===== config.mk =====
export PLATFORM = sky130hd
export DESIGN_NAME = timer_pwm
export DESIGN_NICKNAME = d
export VERILOG_FILES = /design/src/timer_pwm_pkg.sv /design/src/timer_pwm.sv /design/src/pwm_deadband.sv
export VERILOG_INCLUDE_DIRS = /design/src
export SDC_FILE = /design/constraint.sdc
export NUM_CORES = 1
export LEC_CHECK = 0
export BUFFER_PORTS_ARGS = -buffer_cell sky130_fd_sc_hd__clkbuf_2
export CORE_ASPECT_RATIO = 1.2
export CORE_MARGIN = 4
export CORE_UTILIZATION = 42
export DETAILED_ROUTE_END_ITERATION = 8
export SETUP_SLACK_MARGIN = 0.05
export SYNTH_ARGS = -nofsm -noshare
export SYNTH_HDL_FRONTEND = slang
export SYNTH_SLANG_ARGS = --single-unit

===== constraint.sdc =====
create_clock -name hclk -period 2.7 [get_ports hclk]
set_input_delay 0.27 -clock hclk [delete_from_list [all_inputs] [get_ports hclk]]
set_output_delay 0.27 -clock hclk [all_outputs]
set_load 0.03 [all_outputs]

===== src/timer_pwm_cfg.svh =====
// Register offsets, field positions, reset values and counts of the timer/PWM unit.
`ifndef TIMER_PWM_CFG_SVH
`define TIMER_PWM_CFG_SVH

// Byte offsets of the registers on the bus.
`define OFF_CTRL 8'h00
`define OFF_PERIOD 8'h04
`define OFF_COMPARE 8'h08
`define OFF_COUNT 8'h0C
`define OFF_CAPTURE 8'h10
`define OFF_STATUS 8'h14
`define OFF_MASK 8'h18
`define OFF_DEADBAND 8'h1C

// Control word: bit 0 is run, bits 8:1 are the stored configuration.
`define CTRL_EN_BIT 0
`define CTRL_CFG_LSB 1
`define CFG_W 8

// Positions inside the stored configuration.
`define CFG_MODE_LSB 0
`define CFG_CMP_LSB 2
`define CFG_CLK_LSB 5
`define CFG_COMP_BIT 7

// Status and mask bit positions.
`define ST_TC_BIT 0
`define ST_CMP_BIT 1
`define ST_CAP_BIT 2
`define ST_W 3

// Reset values.
`define RST_CFG 8'h00
`define RST_PERIOD 16'hFFFF
`define RST_COMPARE 16'h0000
`define RST_COUNT 16'h0000
`define RST_DEAD 8'h00
`define RST_STATUS 3'h0

// Transfer size code of a whole word.
`define HSIZE_WORD 3'h2

`endif


===== src/timer_pwm_pkg.sv =====
// Types shared by the timer/PWM unit and its deadband generator.
package timer_pwm_pkg;

   typedef enum logic [1:0] {
      run_free = 2'b00,
      run_one_shot = 2'b01,
      run_gated = 2'b10
   } run_mode_t;

   typedef enum logic [2:0] {
      cmp_less = 3'b000,
      cmp_less_or_equal = 3'b001,
      cmp_equal = 3'b010,
      cmp_greater_or_equal = 3'b011,
      cmp_greater = 3'b100
   } cmp_rel_t;

   typedef enum logic [1:0] {
      src_bus = 2'b00,
      src_a = 2'b01,
      src_b = 2'b10,
      src_c = 2'b11
   } clk_src_t;

   typedef enum logic [1:0] {
      st_idle = 2'b00,
      st_count = 2'b01,
      st_done = 2'b10
   } run_state_t;

   typedef struct packed {
      logic act;
      logic write;
      logic [7:0] addr;
   } ahb_phase_t;

   typedef struct packed {
      logic p;
      logic n;
   } pwm_pair_t;

endpackage


===== src/timer_pwm.sv =====
// Sixteen-bit down-counting timer, counter and PWM with an AHB-Lite register slave.
`timescale 1ns/100ps
`include "timer_pwm_cfg.svh"
module timer_pwm
   import timer_pwm_pkg::*;
(
   // Clock, reset and freeze.
   input wire logic hclk,
   input wire logic hresetn,
   input wire logic ce,
   // AHB-Lite slave.
   input wire logic hsel,
   input wire logic [31:0] haddr,
   input wire logic [1:0] htrans,
   input wire logic hwrite,
   input wire logic [2:0] hsize,
   input wire logic [31:0] hwdata,
   input wire logic hready,
   output logic hreadyout,
   output logic hresp,
   output logic [31:0] hrdata,
   // Counting clock strobes from the routing fabric.
   input wire logic [2:0] tick_in,
   // Control inputs.
   input wire logic count_en_in,
   input wire logic tmr_reset_in,
   input wire logic capture_in,
   input wire logic kill_in,
   // Outputs.
   output logic cmp_out,
   output logic cmp_n_out,
   output logic tc_out,
   output logic irq_out
);

   ahb_phase_t aph_r;
   logic [31:0] hrdata_r;
   logic [`CFG_W-1:0] cfg_r;
   logic [15:0] period_r;
   logic [15:0] compare_r;
   logic [15:0] count_r;
   logic [15:0] count_nxt;
   logic [15:0] capture_r;
   logic [7:0] dead_r;
   logic [`ST_W-1:0] status_r;
   logic [`ST_W-1:0] mask_r;
   run_state_t state_r;
   run_state_t state_nxt;
   logic tc_r;
   logic cmp_prev_r;
   logic cap_prev_r;
   pwm_pair_t pair;

   // Bus address phase: only whole-word accesses are taken; others get OKAY and no effect.
   wire take = hsel && htrans[1] && hready && ce;
   wire word_ok = (hsize == `HSIZE_WORD) && (haddr[31:8] == 24'h000000);
   wire [7:0] rd_addr = haddr[7:0];

   // Data-phase write strobes, one per writable register; COUNT and CAPTURE have none.
   wire wr = aph_r.act && aph_r.write && ce;
   wire wr_ctrl = wr && (aph_r.addr == `OFF_CTRL);
   wire wr_period = wr && (aph_r.addr == `OFF_PERIOD);
   wire wr_compare = wr && (aph_r.addr == `OFF_COMPARE);
   wire wr_status = wr && (aph_r.addr == `OFF_STATUS);
   wire wr_mask = wr && (aph_r.addr == `OFF_MASK);
   wire wr_dead = wr && (aph_r.addr == `OFF_DEADBAND);

   // Configuration fields.
   wire [1:0] mode_bits = cfg_r[`CFG_MODE_LSB +: 2];
   wire [2:0] rel_bits = cfg_r[`CFG_CMP_LSB +: 3];
   wire [1:0] src_bits = cfg_r[`CFG_CLK_LSB +: 2];
   wire comp_en = cfg_r[`CFG_COMP_BIT];
   wire running = (state_r == st_count);

   // Selected counting clock strobe; bus clock source counts every cycle.
   wire tick = (src_bits == src_bus) ? 1'b1 :
               (src_bits == src_a) ? tick_in[0] :
               (src_bits == src_b) ? tick_in[1] : tick_in[2];

   // A counting step needs the run state and, in gated mode, the enable input.
   wire gate_ok = (mode_bits != run_gated) || count_en_in;
   wire step = ce && tick && running && gate_ok;
   wire at_zero = (count_r == 16'h0000);

   // Start is a run write while not counting; the reset input reloads at any time.
   wire start_w = wr_ctrl && hwdata[`CTRL_EN_BIT] && !running;
   wire stop_w = wr_ctrl && !hwdata[`CTRL_EN_BIT];
   wire load_now = start_w || (ce && tmr_reset_in);

   // Comparator with five relations.
   wire cmp_raw = (rel_bits == cmp_less) ? (count_r < compare_r) :
                  (rel_bits == cmp_less_or_equal) ? (count_r <= compare_r) :
                  (rel_bits == cmp_equal) ? (count_r == compare_r) :
                  (rel_bits == cmp_greater_or_equal) ? (count_r >= compare_r) :
                  (rel_bits == cmp_greater) ? (count_r > compare_r) : 1'b0;

   // Events: terminal count step, compare going true, capture edge.
   wire tc_ev = step && at_zero;
   wire cmp_ev = ce && cmp_raw && !cmp_prev_r;
   wire cap_edge = ce && tick && capture_in && !cap_prev_r;
   wire [`ST_W-1:0] ev = {cap_edge, cmp_ev, tc_ev};

   // Read multiplexer, evaluated in the address phase.
   wire [31:0] rd_mux =
      !word_ok ? 32'h00000000 :
      (rd_addr == `OFF_CTRL) ? {23'h000000, cfg_r, running} :
      (rd_addr == `OFF_PERIOD) ? {16'h0000, period_r} :
      (rd_addr == `OFF_COMPARE) ? {16'h0000, compare_r} :
      (rd_addr == `OFF_COUNT) ? {16'h0000, count_r} :
      (rd_addr == `OFF_CAPTURE) ? {16'h0000, capture_r} :
      (rd_addr == `OFF_STATUS) ? {29'h00000000, status_r} :
      (rd_addr == `OFF_MASK) ? {29'h00000000, mask_r} :
      (rd_addr == `OFF_DEADBAND) ? {24'h000000, dead_r} : 32'h00000000;

   // Bus address phase register and read data; zero wait states while not frozen.
   always_ff @(posedge hclk or negedge hresetn) begin
      if (!hresetn) begin
         aph_r <= '0;
         hrdata_r <= 32'h00000000;
      end else if (ce && hready) begin
         aph_r.act <= take && word_ok;
         aph_r.write <= hwrite;
         aph_r.addr <= rd_addr;
         if (take && !hwrite) begin
            hrdata_r <= rd_mux;
         end
      end
   end

   // Software-written registers.
   always_ff @(posedge hclk or negedge hresetn) begin
      if (!hresetn) begin
         cfg_r <= `RST_CFG;
         period_r <= `RST_PERIOD;
         compare_r <= `RST_COMPARE;
         mask_r <= `RST_STATUS;
         dead_r <= `RST_DEAD;
      end else begin
         if (wr_ctrl) cfg_r <= hwdata[`CTRL_CFG_LSB +: `CFG_W];
         if (wr_period) period_r <= hwdata[15:0];
         if (wr_compare) compare_r <= hwdata[15:0];
         if (wr_mask) mask_r <= hwdata[`ST_W-1:0];
         if (wr_dead) dead_r <= hwdata[7:0];
      end
   end

   // Run state: start, software stop, and the end of a one-shot period.
   always_comb begin
      state_nxt = state_r;
      case (state_r)
         st_idle: begin
            if (start_w) state_nxt = st_count;
         end
         st_count: begin
            if (stop_w) begin
               state_nxt = st_idle;
            end else if (tc_ev && (mode_bits == run_one_shot) && !load_now) begin
               state_nxt = st_done;
            end
         end
         st_done: begin
            if (start_w) state_nxt = st_count;
            else if (stop_w) state_nxt = st_idle;
         end
         default: state_nxt = st_idle;
      endcase
   end

   // Next count: a load wins, zero reloads the period, otherwise count down.
   always_comb begin
      count_nxt = count_r;
      if (load_now) begin
         count_nxt = period_r;
      end else if (step && at_zero) begin
         count_nxt = period_r;
      end else if (step) begin
         count_nxt = count_r - 16'h0001;
      end
   end

   // Counter, run state and terminal count level.
   always_ff @(posedge hclk or negedge hresetn) begin
      if (!hresetn) begin
         count_r <= `RST_COUNT;
         state_r <= st_idle;
         tc_r <= 1'b0;
      end else if (ce) begin
         count_r <= count_nxt;
         state_r <= state_nxt;
         tc_r <= (count_nxt == 16'h0000) && (state_nxt == st_count);
      end
   end

   // Capture sampling runs on the counting clock and never touches the counter.
   always_ff @(posedge hclk or negedge hresetn) begin
      if (!hresetn) begin
         capture_r <= 16'h0000;
         cap_prev_r <= 1'b0;
         cmp_prev_r <= 1'b0;
      end else if (ce) begin
         cmp_prev_r <= cmp_raw;
         if (tick) cap_prev_r <= capture_in;
         if (cap_edge) capture_r <= count_r;
      end
   end

   // Sticky status bits; an event in the clearing cycle keeps the bit set.
   genvar gi;
   generate
      for (gi = 0; gi < `ST_W; gi = gi + 1) begin : g_status
         always_ff @(posedge hclk or negedge hresetn) begin
            if (!hresetn) begin
               status_r[gi] <= 1'b0;
            end else if (ev[gi]) begin
               status_r[gi] <= 1'b1;
            end else if (wr_status && hwdata[gi]) begin
               status_r[gi] <= 1'b0;
            end
         end
      end
   endgenerate

   // Complementary compare pair with deadband and kill.
   pwm_deadband u_deadband (
      .hclk(hclk),
      .hresetn(hresetn),
      .ce(ce),
      .raw(cmp_raw),
      .kill(kill_in),
      .comp_en(comp_en),
      .dead(dead_r),
      .pair(pair)
   );

   // Output drive.
   assign cmp_out = pair.p;
   assign cmp_n_out = pair.n;
   assign tc_out = tc_r;
   assign irq_out = |(status_r & mask_r);
   assign hreadyout = ce;
   assign hresp = 1'b0;
   assign hrdata = hrdata_r;

   // A counting step away from zero lowers the count by exactly one.
   chk_count_down: assert property (
      @(posedge hclk) disable iff (!hresetn)
      step && !load_now && !at_zero |=> count_r == $past(count_r) - 16'h0001)
      else $error("count did not step down by one");

   // Without a step or a load the counter holds.
   chk_count_hold: assert property (
      @(posedge hclk) disable iff (!hresetn)
      !step && !load_now |=> $stable(count_r))
      else $error("count moved without a counting clock");

   // A high compare output follows a true relation of the cycle before, outside kill.
   chk_cmp_relation: assert property (
      @(posedge hclk) disable iff (!hresetn)
      cmp_out && $past(ce) |-> $past(cmp_raw) && !$past(kill_in))
      else $error("compare output high against its relation");

   // Start and the reset input load the period.
   chk_period_load: assert property (
      @(posedge hclk) disable iff (!hresetn)
      load_now |=> count_r == $past(period_r))
      else $error("period not loaded");

   // An event whose mask bit is set drives the interrupt from the next cycle.
   chk_irq_level: assert property (
      @(posedge hclk) disable iff (!hresetn)
      |(ev & mask_r) && !wr_mask |=> irq_out)
      else $error("interrupt missing after an unmasked event");

   // One shot stops at the end of its period.
   chk_oneshot_stop: assert property (
      @(posedge hclk) disable iff (!hresetn)
      tc_ev && (mode_bits == run_one_shot) && !load_now && !wr_ctrl
      |=> state_r == st_done ##1 $stable(count_r) || state_r != st_done)
      else $error("one shot kept counting");

   // Gated mode holds the count while enable is low.
   chk_gated_hold: assert property (
      @(posedge hclk) disable iff (!hresetn)
      ce && (mode_bits == run_gated) && !count_en_in && !load_now
      |=> $stable(count_r))
      else $error("gated count moved while disabled");

   // A capture edge latches the count of that cycle.
   chk_capture_val: assert property (
      @(posedge hclk) disable iff (!hresetn)
      cap_edge |=> capture_r == $past(count_r))
      else $error("capture value wrong");

   // Kill forces both compare outputs low by the next edge.
   chk_kill_outs: assert property (
      @(posedge hclk) disable iff (!hresetn)
      ce && kill_in |=> !cmp_out && !cmp_n_out)
      else $error("outputs active under kill");

   // The pair is never active together, and a flip from cmp_out to cmp_n_out leaves a low gap.
   chk_pair_gap: assert property (
      @(posedge hclk) disable iff (!hresetn)
      !(cmp_out && cmp_n_out) && !($rose(cmp_n_out) && $past(cmp_out)))
      else $error("complementary outputs overlap");

   // Terminal count sets its status bit and the reload follows.
   chk_tc_reload: assert property (
      @(posedge hclk) disable iff (!hresetn)
      tc_ev && !load_now |=> status_r[`ST_TC_BIT] && count_r == $past(period_r))
      else $error("terminal count not flagged or reloaded");

   // Leaving zero on a step drops the terminal count output again.
   chk_tc_single: assert property (
      @(posedge hclk) disable iff (!hresetn)
      tc_ev && !load_now && (period_r != 16'h0000) |=> !tc_out)
      else $error("terminal count lasted past its step");

   // A start write puts the unit into the counting state.
   chk_start_run: assert property (
      @(posedge hclk) disable iff (!hresetn)
      start_w |=> running)
      else $error("start did not begin counting");

   // Without a capture edge the captured value is left alone.
   chk_capture_keep: assert property (
      @(posedge hclk) disable iff (!hresetn)
      !cap_edge |=> $stable(capture_r))
      else $error("capture changed without an edge");

endmodule


===== src/pwm_deadband.sv =====
// Complementary output pair with deadband and kill override.
`timescale 1ns/100ps
`include "timer_pwm_cfg.svh"
module pwm_deadband
   import timer_pwm_pkg::*;
(
   // Clock, reset and freeze.
   input wire logic hclk,
   input wire logic hresetn,
   input wire logic ce,
   // Raw compare level and controls.
   input wire logic raw,
   input wire logic kill,
   input wire logic comp_en,
   input wire logic [7:0] dead,
   // Registered output pair.
   output pwm_pair_t pair
);

   logic raw_r;
   logic [7:0] gap_r;
   pwm_pair_t pair_r;

   // A level is only passed on once it is stable and the gap has run out.
   wire changed = (raw != raw_r);
   wire settled = !changed && (gap_r == 8'h00);

   // Each edge of the raw level restarts the gap in which both outputs are low.
   always_ff @(posedge hclk or negedge hresetn) begin
      if (!hresetn) begin
         raw_r <= 1'b0;
         gap_r <= 8'h00;
      end else if (ce) begin
         raw_r <= raw;
         if (changed) begin
            gap_r <= dead;
         end else if (gap_r != 8'h00) begin
            gap_r <= gap_r - 8'h01;
         end
      end
   end

   // Outputs need opposite raw levels, so they can never be high together.
   always_ff @(posedge hclk or negedge hresetn) begin
      if (!hresetn) begin
         pair_r <= '0;
      end else if (ce) begin
         pair_r.p <= !kill && settled && raw;
         pair_r.n <= !kill && settled && !raw && comp_en;
      end
   end

   assign pair = pair_r;

endmodule


* Word level (Yosys, flattened, before mapping)
Cells that the tools add are included.
** Word-level totals
- Bits of input ports :: 82
- Logic and storage cells :: 156
- Output and inout bits :: 38
- Register bits :: 143
** Cells by class
- Reductions and logical operators :: 68
- Add/subtract/negate cells :: 2
- Mux-type cells :: 34
- Bitwise logic cells :: 1
- Equal/unequal tests :: 26
- $lt $le $gt $ge :: 4
** Operators with widths (count)
- $mux 16 :: 9
- $eq 8x5->1 const B :: 7
- $mux 8 :: 5
- $logic_and 1x1->1 :: 38
- $logic_not 16->1 :: 2
- $eq 8x4->1 const B :: 3
- $logic_not 24->1 :: 1
- $logic_not 8->1 :: 3
- $eq 16x16->1 :: 1
- $eq 8x3->1 const B :: 2
- $ge 16x16->1 :: 1
- $gt 16x16->1 :: 1
- $le 16x16->1 :: 1
- $lt 16x16->1 :: 1
- $sub 16x1->16 const B :: 1
- $mux 1 :: 14
- $mux 2 :: 5
- $eq 3x2->1 const B :: 3
- $logic_not 1->1 :: 9
- $eq 2x1->1 const B :: 4
- $reduce_and 2->1 :: 4
- $reduce_bool 2->1 :: 4
- $reduce_bool 8->1 :: 1
- $sub 8x1->8 const B :: 1
- 11 further kinds :: 14

* Depth between registers and ports, before layout
Gate-level depths: netlist of the first run.
- Word-level depth :: 15
- Mapped depth :: 11
- Mapped depth without buffers :: 10

* Hierarchy
A second synthesis of the first run with hierarchy kept.
** Second synthesis, totals
- Cells, all modules :: 723
- Area, all modules :: 7004.2 µm²
** By module, submodules not included
- timer_pwm :: seq. area each 2947.8 µm², cells each 650, area each 6343.6 µm², instances 1
- pwm_deadband :: seq. area each 275.3 µm², cells each 73, area each 660.6 µm², instances 1

* Worst setup path after synthesis of the first run
No wires, ideal clock.
- Kind :: register to register
- From :: register count_r[14]
- To :: register u_deadband.gap_r[1]
- Setup time :: 139 ps
- Cell stages (with the launch flop) :: 10
- Data arrival time :: 2549 ps
- Path slack :: 12 ps
- Cell sequence :: dfrtp_1 -> ha_1 -> a21oi_1 -> nand2_1 -> a221o_1 -> a211o_2 -> mux2_4 -> or4_1 -> nand4_1 -> a211oi_2
** Between the ends
- Cells in the longest elaborated chain, start to end :: 9
- Elaborated cells between the ends (all ways) :: 14
** RTL lines
- start, declared :: line timer_pwm.sv:41 : logic [15:0] count_r;
- start signal, assigned :: line timer_pwm.sv:184 : count_r <= `RST_COUNT;
- start signal, assigned :: line timer_pwm.sv:188 : count_r <= count_nxt;
- $gt 16x16->1 :: line timer_pwm.sv:95 : (rel_bits == cmp_greater) ? (count_r > compare_r) : 1'b0;
- $mux 1 :: line timer_pwm.sv:95
- $mux 1 :: line timer_pwm.sv:94 : (rel_bits == cmp_greater_or_equal) ? (count_r >= compare_r) :
- $mux 1 :: line timer_pwm.sv:93 : (rel_bits == cmp_equal) ? (count_r == compare_r) :
- $mux 1 :: line timer_pwm.sv:92 : (rel_bits == cmp_less_or_equal) ? (count_r <= compare_r) :
- $mux 1 (*) :: line timer_pwm.sv:91 : wire cmp_raw = (rel_bits == cmp_less) ? (count_r < compare_r) :
- $ne 1x1->1 (*) :: line pwm_deadband.sv:25 : wire changed = (raw != raw_r);
- $reduce_bool 2->1 (no source line)
- $reduce_and 2->1 (no source line)
- end signal, assigned :: line pwm_deadband.sv:38 : gap_r <= gap_r - 8'h01;
- end, declared :: line pwm_deadband.sv:21 : logic [7:0] gap_r;
Mark *: on every way between the ends. The rest lies on a longest branch, timed or not.
A chain may end at the register's enable or synchronous reset.

* Final worst setup path of the first run
- From :: register count_r[11]
- To :: register u_deadband.gap_r[1]
Same word-level chain as after synthesis.

==> summary.txt, run 1 <==
Critical path
  – Top fanout value on the critical path: 4
  – Crit path top cell by count: nand4_1
  – Buf/Inv on CP: 0
  – Data arrival time of the worst path: roughly 3000 ps
  – Worst setup path category: reg -> reg
  – Type of element launching the critical path: register
  – Crit path max-delay cell type: or4_1
  – Required time at the endpoint of the critical path: 2990 ps
  – Series of cell instances along the critical path: ha_1 -> nand4_1 -> nor2_1 -> a221o_1 -> a211o_4 -> a41o_4 -> or4_1 -> nand4_1 -> a211oi_2
  – Slowest cell delay on critical path: 460 ps
  – Crit-path leading delay family: compound AO/OA/AOI/OAI gates
  – Kind of end point of the critical path: register

CTS
  – Number of levels the H-tree was split into: 4
  – Insertion delay of the later-clocked pin in the worst-skew pair: 420 ps
  – Clk pin slew, worst setup/hold paths: 60 ps
  – Maximum buffer depth of the clock tree: 2
  – Num CTS Buffers: 17
  – TritonCTS clock tree: yes
  – Clock tree root buffer cell: clkbuf_16
  – Number of clock sinks: roughly 130

Logic synthesis
  – Share of synthesized cell area in and, or, nand and nor gates: 18.0%
  – Fraction of synthesized cell area in xor and xnor cells: 1.84%
  – Avg Inst Size Synth: approximately 10 um^2
  – Adder and majority gate portion of the synthesized area: 3.15%
  – Post-synth EDFFs: 0
  – Share of cell area taken by muxes after synthesis: 12.9%
  – Combined area of all synthesized cells: roughly 7200 um^2
  – Total of flip-flops plus latches after synthesis: 127
  – Post-synthesis async set-or-reset flop share: 100%
  – Predominant post-synthesis flop cell: dfrtp_1
  – Sequential cell area fraction in the yosys report: 44.7%
  – Synth Warn #: 0
  – Netlist cell types: 80
  – Main combinational cell family by area after synthesis: simple AND/OR/NAND/NOR gates
  – Post-synthesis cell count: 708
  – Compound-Gate Fraction of Synth Area: 13.7%

Floorplan
  – IO Count: 120
  – Core area: between 15,000 and 20,000 um^2
  – Starting density of the core: 42.6%
  – Chip width: 127 um
  – Die Y: 151 um
  – Site row count: 52
  – Area enclosed by the die boundary: 19,200 um^2

Timing
  – Setup TNS after final layout: -5.91 ps
  – Clock Skew: 8.43 ps
  – Tightest slew margin relative to the limit: 55.0%
  – Final worst setup slack: -5.91 ps
  – Number of hold violations in the final report: 0
  – Worst Tran Pin Value: 675 ps
  – Upper clock frequency limit: 370 MHz
  – Setup Viol. Count Final: 1
  – Setup repair after global routing missed its margin: true
  – Count of final max-slew check failures: 0
  – WHS: 64.1 ps
  – Final period demand of the worst path: 2710 ps
  – Share of the clock period used by the worst path: 100%

Cells and area
  – Proportion of layout cells with a drive suffix above 1: 39.6%
  – Final Net Count: slightly below 1,000
  – Total non-filler cell area in the finished layout: 9180 um^2
  – Area delta synth->final: 28.3%
  – Area occupied by multi-input gates: 3860 um^2
  – Layout filler cell count: 1,521
  – FF+latch area: 3200 um^2
  – Final core utilization: 54.7%
  – Diode insertion count for antenna repair: 0

Hold path
  – Class of the most critical hold timing path: in -> reg

Global routing
  – Antenna violations before repair: 0
  – Global-route usage over all layers: 22.4%
  – Vias in the first global route: 6,366
  – Global-route wire length before repair: 33,600 um
  – Aggregate global routing overflow: 0
  – Maximum number of pins on one net before global-route repair: 54

Power and ir drop
  – Static leakage: ~4.2 nW
  – Power per standard cell area: 576 nW/um^2
  – IR Drop Worst-Case VDD: approximately 0.41 mV

Drt
  – Pre-antenna DRT Iters: 5
  – DRC violation total after the first TritonRoute iteration: between 300 and 400
  – Via-per-instance ratio: 5.59
  – ANT nets after route: 0
  – Vias after detailed routing: ~6,000
  – Final routed DRC violation total: 0
  – Per-cell routed wire length: 19.3 um
  – Routed wire length: 21,200 um

Outcome
  – Violations in the final reports: setup timing
  – Outcome: finished, violations left

Flow run
  – Max-cap violation count: 0

Place
  – Hpwl dp: ~15,000 um
  – GPL Wtd Cong: around 0.9
  – Number of buffers inserted by port buffering: 85
  – Placed instance area: between 8000 and 9000 um^2
[tightest hold or removal path, stage by stage]
cell and delay (ps):
clkbuf_2 90, nand2_1 40, nand2_1 50
[cells in the mapped netlist, drive strengths merged, types with 3 or more instances]
| library cell | n | area (um^2) |
|---|---|---|
| nor3b | 6 | 55.1 |
| or4 | 6 | 48.8 |
| xor2 | 7 | 61.3 |
| nor2b | 4 | 25.0 |
| mux2 | 68 | 773 |
| nor4b | 4 | 50.1 |
| nor4 | 19 | 153 |
| ha | 18 | 225 |
| nand4 | 8 | 50.1 |
| buf | 29 | 199 |
| or3 | 5 | 31.3 |
| a22o | 9 | 78.8 |
| a211oi | 4 | 40.0 |
| nor3 | 22 | 136 |
| a21o | 4 | 31.3 |
| o221ai | 3 | 26.3 |
| a21oi | 28 | 140 |
| o21ai | 33 | 169 |
| mux4 | 4 | 90.1 |
| o31a | 3 | 26.3 |
| nor2 | 49 | 191 |
| a221oi | 6 | 52.6 |
| nand2 | 91 | 352 |
| mux2i | 6 | 60.1 |
| nand3 | 12 | 60.1 |
| a22oi | 16 | 120 |
| a31oi | 3 | 18.8 |
| clkbuf | 20 | 75.1 |
| inv | 36 | 135 |
| o31ai | 3 | 22.5 |
| o22ai | 3 | 18.8 |
| xnor2 | 8 | 70.1 |
| dfrtp | 111 | 2780 |
| dfstp | 16 | 420 |
| and3 | 7 | 43.8 |
| a222oi | 6 | 60.1 |
[power by group]
part	internal [W]	switching, W	leakage, nW	total (W)
Combinational	0.000451	0.000546	2.38	0.000997
Clock	0.00128	0.000844	0.266	0.00212
Sequential	0.00204	0.000126	1.60	0.00217
Total	0.00378	0.00152	4.25	0.00529
[routing by layer]
layer / share of wire, % / global-route usage (%) / vias up
met3: 4.6 / 3.46 / 51
met5: 0 / 0 / -
met4: 3.7 / 9.07 / 0
met1: 40 / 26.5 / 3020
li1: - / - / 2878
met2: 52 / 40.7 / 195
[layout make-up]
type	instances	share of cell area, %
multi-input combinational	512	42.0
sequential	127	34.8
timing repair buffer	177	12.8
clock buffer	21	4.91
tap	216	2.94
inverter	36	1.47
clock inverter	11	1.01
[layout by cell type, fill, tap and decap left out, drive strengths merged, types with 3 or more instances in the layout]
cell type  netlist  routed
nand2           91      91
mux4             4       4
clkbuf          20     105
a21oi           28      28
conb             1      17
mux2i            6       6
o31a             3       3
and3             7       7
a211oi           4       4
o221ai           3       3
a22oi           16      16
nor2b            4       4
a21o             4       4
nor4b            4       4
nor4            19      19
a222oi           6       6
xnor2            8       8
o22ai            3       3
nand3           12      12
dfrtp          111     111
o31ai            3       3
xor2             7       7
inv             36      36
a31oi            3       3
nor2            49      49
ha              18      18
o21ai           33      33
nor3b            6       6
mux2            68      68
or4              6       6
or3              5       5
clkinv           0       8
a221oi           6       6
dfstp           16      16
buf             29      92
nor3            22      22
a22o             9       9
nand4            8       8
[state kept, by name (all words and copies together), names as in the netlist]
register          flops
cmp_prev_r            1
count_r              16
dead_r                8
period_r             16
u_deadband.gap_r      8
aph_r                10
status_r              3
capture_r            16
state_r               2
u_deadband.pair       2
mask_r                3
hrdata               16
cap_prev_r            1
compare_r            16
tc_out                1
cfg_r                 8
[repair_timing]
action | CTS | global route
setup endpoints to repair | 9 | 14
pin swaps | 16 | 22
endpoints found under the hold margin | 38 | 0
buffers inserted | 9 | 9
hold buffers | 1 | 0
gates resized for setup | 9 | 39
[worst paths after layout]
| path | cells after the start | slack [ps] | to | startpoint |
|---|---|---|---|---|
| worst max register to register | 9 | -6 | u_deadband.gap_r[1] | count_r[11] |
| worst max-delay path | 9 | -6 | u_deadband.gap_r[1] | count_r[11] |
| min in group asynchronous | 2 | 410 | count_r[6] | hresetn |
| worst min register to register | 2 | 480 | hrdata[5] | hrdata[5] |
| max in group asynchronous | 3 | 1390 | period_r[3] | hresetn |
| worst min-delay path | 3 | 60 | cap_prev_r | capture_in |
[per-stage QoR]
step                      setup slack (ps)  power (W)  cells
after CTS                            -20.4    0.00524   1095
after global placement                -187    0.00305   1053
after floorplan                       77.9    0.00275    724
after global routing                  -114    0.00552   1100
final                                -5.91    0.00529   1100
after detailed placement              -214    0.00308   1053
[cells by family after synthesis]
family / after synthesis
xor+xnor: 15
buf+inv: 85
compound gates: 140
other cells: 1
mux: 78
simple gates: 244
flops: 127
fa+ha+maj: 18
Note: power is estimated with default switching activity, not from simulation.
==> run 2: changes to the inputs <==
--- a/config.mk
+++ b/config.mk
@@ -15,3 +15,4 @@
 export SYNTH_ARGS = -nofsm -noshare
 export SYNTH_HDL_FRONTEND = slang
 export SYNTH_SLANG_ARGS = --single-unit
+export TNS_END_PERCENT = 20
==> run 2 against run 1 <==
Compared with the run above: the run still ends with setup timing left; clock skew about the same; global-route usage about the same; critical endpoint unchanged; die area unchanged; final cell count is 0.45% lower; clock power barely moved.
==> summary.txt, run 2 (synthesis results as in run 1) <==
CTS
  – Number of levels the H-tree was split into: 4
  – Maximum buffer depth of the clock tree: 2
  – Clock tree root buffer cell: clkbuf_16
  – Number of clock sinks: 127
  – Num CTS Buffers: 17
  – Clk pin slew, worst setup/hold paths: 60 ps
  – Insertion delay of the later-clocked pin in the worst-skew pair: 420 ps
  – TritonCTS clock tree: yes

Cells and area
  – Proportion of layout cells with a drive suffix above 1: 38.1%
  – Area delta synth->final: 26.8%
  – Most frequent cells in the layout: dfrtp_1, nand2_1, clkbuf_2, buf_4, mux2_2
  – Diode insertion count for antenna repair: 0
  – Total non-filler cell area in the finished layout: approximately 9100 um^2
  – Final core utilization: a little over half
  – Leading cell type in the layout, fill and taps excluded: dfrtp_1
  – Final Net Count: roughly 970

Outcome
  – Violations in the final reports: setup timing
  – Outcome: finished, violations left

Timing
  – Number of hold violations in the final report: 0
  – Worst Tran Pin Value: between 600 and 700 ps
  – Share of the clock period used by the worst path: 100%
  – Clock Skew: roughly 8.6 ps
  – Count of final max-slew check failures: 0
  – Setup Viol. Count Final: 1
  – Tightest slew margin relative to the limit: between 50% and 60%
  – Setup repair after global routing missed its margin: true
  – WHS: between 60 and 70 ps
  – Final period demand of the worst path: 2710 ps
  – Final worst setup slack: -11.1 ps
  – Upper clock frequency limit: 369 MHz

Place
  – Hpwl dp: approximately 15,000 um
  – Placed instance area: 8270 um^2
  – GPL Wtd Cong: 0.906
  – Post-placement setup slack: -214 ps
  – Number of buffers inserted by port buffering: between 80 and 90

Critical path
  – Data arrival time of the worst path: 3010 ps
  – Top fanout value on the critical path: 4
  – Worst setup path category: reg -> reg
  – Worst reg2reg path startpoint: count_r[13]
  – Type of element launching the critical path: register
  – Kind of end point of the critical path: register
  – Required time at the endpoint of the critical path: 3000 ps
  – First element of the critical path: count_r[13]

Floorplan
  – Site row count: 52
  – Core area: 16,800 um^2
  – IO Count: 120
  – Starting density of the core: 42.6%
  – Area enclosed by the die boundary: 19,200 um^2
  – Chip width: 127 um
  – Die Y: 151 um

Drt
  – Pre-antenna DRT Iters: 5
  – Via-per-instance ratio: between 5 and 6
  – ANT nets after route: 0
  – Vias after detailed routing: 6,103
  – DRC violation total after the first TritonRoute iteration: 418
  – Per-cell routed wire length: 19.3 um
  – Routed wire length: 21,100 um
  – Final routed DRC violation total: 0

Hold path
  – Class of the most critical hold timing path: in -> reg
  – Worst min-delay path startpoint: capture_in

Flow run
  – Max-cap violation count: 0

Global routing
  – Global-route usage over all layers: 22.4%
  – Antenna violations before repair: 0
  – Aggregate global routing overflow: 0
  – Global-route wire length before repair: 33,500 um
  – Vias in the first global route: approximately 6,300
  – Maximum number of pins on one net before global-route repair: 54

Power and ir drop
  – Power per standard cell area: 581 nW/um^2
  – Final Total Pwr: 0.00527 W
  – Static leakage: 4.21 nW
  – IR Drop Worst-Case VDD: 0.413 mV
[run 2: cell types whose count changed in the layout (fill, tap and decap cells not counted), moves of 2 or more]
cell	previous run	this run
ha_1	11	15
ha_4	6	2
o21ai_0	27	30
buf_6	8	4
buf_4	82	80
o21ai_1	5	2
a21oi_1	23	26
or3_1	3	5
or3_4	2	0
a21oi_2	3	0
[run 2: worst paths after layout]
check                                            to  slack (ps)  cells past startpoint
worst max register to register  u_deadband.gap_r[1]         -10                      9
max in group asynchronous               period_r[3]        1390                      3
min in group asynchronous                count_r[6]         400                      2
worst min-delay path                     cap_prev_r          60                      3
worst min register to register            hrdata[5]         480                      2
worst max-delay path            u_deadband.gap_r[1]         -10                      9
[run 2: power breakdown]
group | internal (W) | leakage (nW) | switching [W]
Combinational | 0.000439 | 2.34 | 0.000544
Sequential | 0.00204 | 1.60 | 0.000118
Clock | 0.00128 | 0.266 | 0.000846
Total | 0.00376 | 4.21 | 0.00151
[run 2: area by class of cell]
class                   count  area [um^2]
flip-flops and latches    127         3200
repair buffers            172         1140
multi-input cells         512         3790
well taps                 216          270
clock inverters            11         92.6
clock buffers              21          450
fillers                  1520         7710
inverters                  36          135
[run 2: routing by layer]
layer | vias up | GRT usage, % | wire length, um
met5 | - | 0 | 0
met4 | 0 | 9.07 | 708
met3 | 53 | 3.46 | 887
met2 | 199 | 40.6 | 11000
met1 | 2982 | 26.5 | 8500
li1 | 2869 | - | -
[run 2: critical path, cell delays in order, from the launching register on]
cell,delay (ps)
dfrtp_1,380
ha_1,310
nand4_1,210
nor2_1,70
a221o_1,370
a211o_4,340
a41o_4,280
or4_1,460
nand4_1,120
a211oi_2,50
[run 2: what timing repair did]
item / 4_1_cts / 5_1_grt
resized for setup: 6 / 27
endpoints found under the setup margin: 9 / 14
setup buffers: 6 / 4
endpoints found under the hold margin: 38 / 0
hold buffers: 1 / 0
pin swaps: 16 / 19
[run 2: through the flow]
stage | TNS (ps) | cells
3_5_place_dp | -1540 | 1053
4_1_cts | -26.4 | 1092
2_1_floorplan | 0 | 724
6_report | -11.1 | 1095
5_1_grt | -562 | 1095
3_3_place_gp | -1240 | 1053
